===== config.mk =====
export PLATFORM = sky130hd
export DESIGN_NAME = branch_and_bit_set_execute
export DESIGN_NICKNAME = d
export VERILOG_FILES = /design/src/shared/branch_bitset_pkg.sv /design/src/shared/decode_if.sv /design/src/design/instr_decoder.sv /design/src/design/branch_and_bit_set_execute.sv
export SDC_FILE = /design/constraint.sdc
export NUM_CORES = 1
export LEC_CHECK = 0
export ABC_CLOCK_PERIOD_IN_PS = 5200
export BUFFER_PORTS_ARGS = -buffer_cell sky130_fd_sc_hd__buf_2
export CAP_MARGIN = 20
export CORE_MARGIN = 10
export CORE_UTILIZATION = 56
export CTS_CLUSTER_DIAMETER = 100
export CTS_CLUSTER_SIZE = 20
export DETAILED_ROUTE_END_ITERATION = 8
export GPL_TIMING_DRIVEN = 0
export PLACE_DENSITY = 0.8
export SLEW_MARGIN = 20
export SYNTH_ARGS = -nofsm -noshare
export SYNTH_HDL_FRONTEND = slang
export SYNTH_SLANG_ARGS = --single-unit

===== constraint.sdc =====
create_clock -name core_clk -period 5.2 [get_ports core_clk]
set_clock_uncertainty 0.1 [all_clocks]
set_input_delay 1.04 -clock core_clk [delete_from_list [all_inputs] [get_ports core_clk]]
set_output_delay 1.04 -clock core_clk [all_outputs]
set_load 0.01 [all_outputs]

===== src/shared/branch_bitset_pkg.sv =====
package branch_bitset_pkg;
  localparam int PC_W       = 21;
  localparam int WORD_W     = 16;
  localparam int ADDR_W     = 12;
  localparam int DATA_W     = 8;
  localparam int BANK_W     = 4;
  localparam int LONG_OFF_W = 11;
  localparam int SHORT_OFF_W = 8;

  // Opcode fields.
  localparam logic [3:0] OPC_JUMP_HI   = 4'hD;
  localparam logic       OPC_JUMP_BIT  = 1'b0;
  localparam logic [3:0] OPC_BITSET_HI = 4'h8;
  localparam logic [7:0] OPC_NOV       = 8'hE5;
  localparam logic [7:0] OPC_NZ        = 8'hE1;

  localparam int OP_HI_MSB   = 15;
  localparam int OP_HI_LSB   = 12;
  localparam int OP_JUMP_BIT = 11;
  localparam int BITPOS_LSB  = 9;
  localparam int BANK_FLAG   = 8;

  // Access bank: low half maps to bank 0, upper half to bank 15.
  localparam logic [BANK_W-1:0] ACCESS_LOW_BANK  = 4'h0;
  localparam logic [BANK_W-1:0] ACCESS_HIGH_BANK = 4'hF;
  localparam logic [DATA_W-1:0] ACCESS_SPLIT     = 8'h80;

  localparam logic [PC_W-1:0] PC_STEP  = 21'h000002;
  localparam logic [PC_W-1:0] PC_RESET = 21'h000000;
  localparam logic [1:0]      Q_LAST   = 2'h3;

  typedef enum logic [2:0] {
    OP_NONE, OP_JUMP, OP_NOV, OP_NZ, OP_BITSET
  } op_kind_t;
endpackage


===== src/shared/decode_if.sv =====
`timescale 1ns/100ps
interface decode_if;
  import branch_bitset_pkg::*;
  op_kind_t                   kind;
  logic [PC_W-1:0]            offset;
  logic [2:0]                 bit_pos;
  logic                       use_bank_reg;
  logic [DATA_W-1:0]          reg_addr;
  modport dec (output kind, output offset, output bit_pos,
               output use_bank_reg, output reg_addr);
  modport exe (input kind, input offset, input bit_pos,
               input use_bank_reg, input reg_addr);
endinterface


===== src/design/instr_decoder.sv =====
`timescale 1ns/100ps
module instr_decoder
  import branch_bitset_pkg::*;
(
  // Fetched word.
  input  wire logic [WORD_W-1:0] instr,
  // Decoded fields.
  decode_if.dec                  dec
);
  import branch_bitset_pkg::*;

  always_comb begin
    dec.kind     = OP_NONE;
    dec.offset   = '0;
    dec.bit_pos  = instr[BITPOS_LSB+2:BITPOS_LSB];
    dec.use_bank_reg = instr[BANK_FLAG];
    dec.reg_addr = instr[DATA_W-1:0];
    if (instr[OP_HI_MSB:OP_HI_LSB] == OPC_JUMP_HI &&
        instr[OP_JUMP_BIT] == OPC_JUMP_BIT) begin
      dec.kind   = OP_JUMP;
      // Sign-extend and double the 11-bit operand.
      dec.offset = PC_W'({{(PC_W-LONG_OFF_W-1){instr[LONG_OFF_W-1]}},
                          instr[LONG_OFF_W-1:0], 1'b0});
    end else if (instr[OP_HI_MSB:OP_HI_LSB] == OPC_BITSET_HI) begin
      dec.kind = OP_BITSET;
    end else if (instr[WORD_W-1:SHORT_OFF_W] == OPC_NOV ||
                 instr[WORD_W-1:SHORT_OFF_W] == OPC_NZ) begin
      dec.kind   = (instr[WORD_W-1:SHORT_OFF_W] == OPC_NOV) ?
                   OP_NOV : OP_NZ;
      dec.offset = PC_W'({{(PC_W-SHORT_OFF_W-1){instr[SHORT_OFF_W-1]}},
                          instr[SHORT_OFF_W-1:0], 1'b0});
    end
  end
endmodule


===== src/design/branch_and_bit_set_execute.sv =====
`timescale 1ns/100ps
// Function
// - Relative jump adds twice a signed 11-bit operand to the fetch address plus 2.
// - Target is own address plus 2 plus twice the operand.
// - Relative jump decoded from 1101 then 0, 11-bit offset.
// - Relative jump: one word, two cycles, counter written in Q4.
// - Bit set forces one bit to one by read-modify-write.
// - Bit set decoded from 1000, bit field, bank flag, address.
// - Bank flag 0 uses access bank, 1 uses bank select register.
// - No-overflow jump taken only when overflow flag is zero.
// - Nonzero jump taken only when zero flag is zero.
module branch_and_bit_set_execute
  import branch_bitset_pkg::*;
(
  // Clock and reset.
  input  wire logic                     core_clk,
  input  wire logic                     reset_n,
  // Instruction and phase.
  input  wire logic [WORD_W-1:0]        instr,
  input  wire logic                     instr_valid,
  input  wire logic [1:0]               q_phase,
  // Status and bank select.
  input  wire logic                     flag_overflow,
  input  wire logic                     flag_zero,
  input  wire logic [BANK_W-1:0]        bank_select_reg,
  // Data memory.
  output logic      [ADDR_W-1:0]        mem_addr,
  input  wire logic [DATA_W-1:0]        mem_rdata,
  output logic      [DATA_W-1:0]        mem_wdata,
  output logic                          mem_we,
  // Program counter and bubble flag.
  output logic      [PC_W-1:0]          pc,
  output logic                          bubble
);
  import branch_bitset_pkg::*;

  decode_if dbus ();
  logic [PC_W-1:0]   fetch_addr;
  logic              taken;
  logic [BANK_W-1:0] bank;
  logic              q4;

  instr_decoder u_dec (
    .instr (instr),
    .dec   (dbus)
  );

  assign q4 = (q_phase == Q_LAST);

  always_comb begin
    case (dbus.kind)
      OP_JUMP: taken = 1'b1;
      OP_NOV:  taken = !flag_overflow;
      OP_NZ:   taken = !flag_zero;
      default: taken = 1'b0;
    endcase
  end

  always_comb begin
    if (dbus.use_bank_reg) begin
      bank = bank_select_reg;
    end else if (dbus.reg_addr < ACCESS_SPLIT) begin
      bank = ACCESS_LOW_BANK;
    end else begin
      bank = ACCESS_HIGH_BANK;
    end
  end

  // The word address is combinational so the read returns within the cycle.
  assign mem_addr = {bank, dbus.reg_addr};

  // Counter holds the fetched word's address plus 2, or that address itself
  // right after reset or a taken branch; a bubble cycle executes nothing.
  always_ff @(posedge core_clk) begin
    if (!reset_n) begin
      pc         <= PC_RESET;
      fetch_addr <= PC_RESET;
      bubble     <= 1'b0;
    end else if (instr_valid && q4) begin
      if (bubble) begin
        bubble <= 1'b0;
      end else if (taken) begin
        pc     <= fetch_addr + PC_STEP + dbus.offset;
        fetch_addr <= fetch_addr + PC_STEP + dbus.offset;
        bubble <= 1'b1;
      end else begin
        pc         <= fetch_addr + PC_STEP + PC_STEP;
        fetch_addr <= fetch_addr + PC_STEP;
      end
    end
  end

  always_ff @(posedge core_clk) begin
    if (!reset_n) begin
      mem_we    <= 1'b0;
      mem_wdata <= '0;
    end else begin
      mem_we <= 1'b0;
      if (instr_valid && !bubble && dbus.kind == OP_BITSET &&
          q_phase == Q_LAST - 2'h1) begin
        mem_wdata <= mem_rdata | DATA_W'(1 << dbus.bit_pos);
        mem_we    <= 1'b1;
      end
    end
  end
endmodule


==> flow_summary_export.csv <==
group,metric,value,unit
outcome,outcome,"completed",
critical_path,arrival,4770,ps
finish,fin_nets,701,
detailed_routing,totalWireLength,13.3,mm
grt,overflow,0,
power,p_comb_share,17.4,%
sta,maxSlewViolCount,0,
critical_path,path_class,"input pin to flip-flop",
floorplanning,die-area,11500,um2
power,p_seq_share,51.7,%
clock_tree,cts_buffers,5,
floorplanning,core_area,7330,um2
clock_tree,root_buffer,"clkbuf_8",
run,maxCapViolCount,0,
floorplanning,rows,31,
power,switching_share,30.3,%
clock_tree,clkSlewWorstSetupHoldPaths,100,ps
sta,worstMarginPinSlew,982,ps
detailed_routing,num_vias,4550,
sta,min_period,4640,ps
power,max-vdd-ir-drop,0.105,mV
critical_path,cpMaxStageDelayCell,"a311oi_1",
finish,syn2layout_area_growth,14.0,%
clock_tree,hold_buffers,0,
logic_synthesis,synth_nets,619,
sta,fin_crit_sh,89.3,%
detailed_routing,dr.first_iter.drc_count,345,
power,internal_power,544,uW
worst_hold_path,hp-class,"flip-flop to flip-flop",
detailed_routing,drc,0,
floorplanning,start_util,58.3,%
clock_tree,cts_buffer_depth,2,
logic_synthesis,synth_area,4270,um2
critical_path,crit_buf_inv,1,
detailed_routing,viasPerCell,6.12,
logic_synthesis,synth_cells,562,
finish,fill_cells,655,
clock_tree,clock_latency,310,ps
grt,grt_pass1_vias,4365,
critical_path,r2r_cells,14,
logic_synthesis,yosys_warnings,0,
critical_path,worst-path-max-fanout,8,
critical_path,reg2reg_from,"fetch_addr[2]",
grt,grt_use_total,22.0,%
place,dp_hpwl,10.2,mm
sta,slew_headroom,34.6,%
detailed_routing,ant_nets,0,
grt,antenna_found_initial,0,
critical_path,crit_start,"instr[12]",
floorplanning,die_h,107,um
place,port_buffers,75,
grt,grt_pass1_wl,21.0,mm
logic_synthesis,ys_ff_latch,50,
power,powerDensity,160,nW/um2
clock_tree,cts-htree-levels,2,
critical_path,cp_cell_sequence,"buf_2 -> nand3b_1 -> nor4_1 -> nor2_1 -> nor2b_1 -> ha_1 -> a211oi_1 -> o211ai_1 -> a41oi_1 -> o21ai_1 -> a311oi_1 -> xnor2_1 -> nor2_1 -> a211oi_1",
floorplanning,die_x,107,um
detailed_routing,post_drt_wl_per_cell,17.9,um
critical_path,critPathTopFamily,"compound AO/OA/AOI/OAI gates",
critical_path,required,5330,ps
clock_tree,cts_tree,"done",
power,clockPowerShare,30.9,%
power,power_switching,236,uW
clock_tree,cts_num_sinks,50,
sta,finalHoldViolations,0,
logic_synthesis,synth_edf_count,0,
logic_synthesis,seq_area_frac_synth,23.4,%
sta,rsz0062_at_grt,"false",
clock_tree,cts_resized,0,
logic_synthesis,synth_top_flop_cell,"dfxtp_1",
power,p_leak,2.16,nW
sta,setup_viol,0,
grt,grt_max_degree,18,
detailed_routing,first_pass_iters,5,
worst_hold_path,hold_path.startpoint,"pc[2]",
critical_path,slowest_delay,520,ps
finish,post-route-util,66.4,%
finish,antenna_cells,0,
sta,fin_tns_setup,0,ps
critical_path,worstSetupPathDepth,14,
logic_synthesis,synth.distinct_cells,66,
finish,fin_area,4870,um2
logic_synthesis,postSynthAreaPerCell,7.60,um2
logic_synthesis,async_flop_share,0,%
clock_tree,post_cts_buffers,0,
sta,fmax,215,MHz
critical_path,critPathCaptureType,"flip-flop",
critical_path,crit_path_start_kind,"input pin",
place,place_congestion,0.931,
finish,drive_above_1_share,20.2,%
worst_hold_path,holdPathStages,2,
place,dpl_cell_area,4770,um2
floorplanning,io_pins,78,
## metal layers
layer	track usage (%)	vias to the layer above	share of wire, %
met5	0	-	0
met4	6.58	0	2.0
met3	4.25	25	9.1
met2	38.5	207	48
met1	26.6	2152	41
li1	-	2166	-
## sequential cells by signal, indices dropped and copies added (netlist names)
register    cells
fetch_addr     20
bubble          1
pc             20
mem_we          1
mem_wdata       8
## area by class of cell
cell class / count / area, um2 / area share, %
clock buffers: 5 / 68.8 / 1.41
plain buffers: 40 / 214 / 4.39
inverters: 16 / 60.1 / 1.23
clock inverters: 3 / 23.8 / 0.488
flip-flops and latches: 50 / 1000 / 20.6
repair buffers: 75 / 375 / 7.71
well taps: 99 / 124 / 2.54
multi-input cells: 456 / 3000 / 61.7
## worst paths after layout
path                                to  slack, ps
worst max register to register  pc[20]        950
worst min register to register   pc[2]        380
worst max-delay path            pc[20]        560
worst min-delay path             pc[2]        380
## through the flow
stage / total power, mW / hold WS, ps / cells / setup slack [ps]
2_1_floorplan: 0.492 / 376 / 562 / 899
3_3_place_gp: 0.543 / 336 / 736 / 143
3_5_place_dp: 0.546 / 364 / 736 / 17.7
4_1_cts: 0.784 / 377 / 744 / 334
5_1_grt: 0.809 / 400 / 744 / 238
6_report: 0.781 / 376 / 744 / 558
## cells by family (layout without fill, tap and decap cells)
| group | after synthesis | count (layout) | synth area share [%] |
|---|---|---|---|
| AND/OR/NAND/NOR | 204 | 204 | 27.3 |
| AO/OA/AOI/OAI | 184 | 184 | 25.5 |
| buffers and inverters | 56 | 139 | 6.41 |
| flip-flops | 50 | 50 | 23.4 |
| XOR/XNOR | 43 | 43 | 10.1 |
| adder cells (fa/ha/maj) | 22 | 22 | 6.62 |
| multiplexers | 2 | 2 | 0.469 |
| other | 1 | 1 | 0.0878 |
## worst min-delay path, delay by kind of cell, from the launching register on
kind / cells / cell delay (ps)
compound gates: 1 / 60
flops: 1 / 320
simple gates: 1 / 60
## cells in the mapped netlist, types with 3 or more instances
| cell type | instances | area share, % |
|---|---|---|
| a211oi_1 | 7 | 1.2 |
| a21boi_0 | 5 | 0.88 |
| a21o_1 | 12 | 2.1 |
| a21oi_1 | 58 | 6.8 |
| a22oi_1 | 3 | 0.53 |
| a31oi_1 | 15 | 2.2 |
| and2_1 | 4 | 0.59 |
| and3_1 | 10 | 1.5 |
| buf_2 | 6 | 0.70 |
| buf_4 | 11 | 1.9 |
| clkbuf_1 | 19 | 1.7 |
| dfxtp_1 | 50 | 23 |
| ha_1 | 21 | 6.2 |
| inv_1 | 15 | 1.3 |
| nand2_1 | 63 | 5.5 |
| nand2b_1 | 4 | 0.59 |
| nand3_1 | 17 | 2.0 |
| nand3b_1 | 3 | 0.53 |
| nand4_1 | 9 | 1.3 |
| nand4_4 | 3 | 1.5 |
| nor2_1 | 40 | 3.5 |
| nor2b_1 | 14 | 2.1 |
| nor3_1 | 7 | 0.82 |
| nor3_2 | 3 | 0.70 |
| nor4_1 | 4 | 0.59 |
| nor4_2 | 3 | 0.88 |
| nor4_4 | 3 | 1.5 |
| o211ai_1 | 5 | 0.88 |
| o21ai_0 | 60 | 7.0 |
| o311ai_0 | 3 | 0.62 |
| xnor2_1 | 26 | 5.3 |
| xor2_1 | 11 | 2.3 |
| xor2_2 | 5 | 1.9 |
## placed cells by master (no fill, tap or decap), drive strengths merged, types with 21 or more instances in the layout
master and instances:
clkbuf 24, nand3 21, xnor2 27, buf 96, a21oi 58, nor2 40
nand2 64, ha 21, o21ai 61, dfxtp 50
## power by group through the flow
stage	logic, mW	clock network [mW]	registers [mW]
after floorplan	0.0766	0	0.415
after global placement	0.131	0	0.412
after detailed placement	0.134	0	0.413
after CTS	0.135	0.245	0.404
after global routing	0.148	0.256	0.405
final	0.136	0.241	0.404
Note: power is estimated with default switching activity, not from simulation.
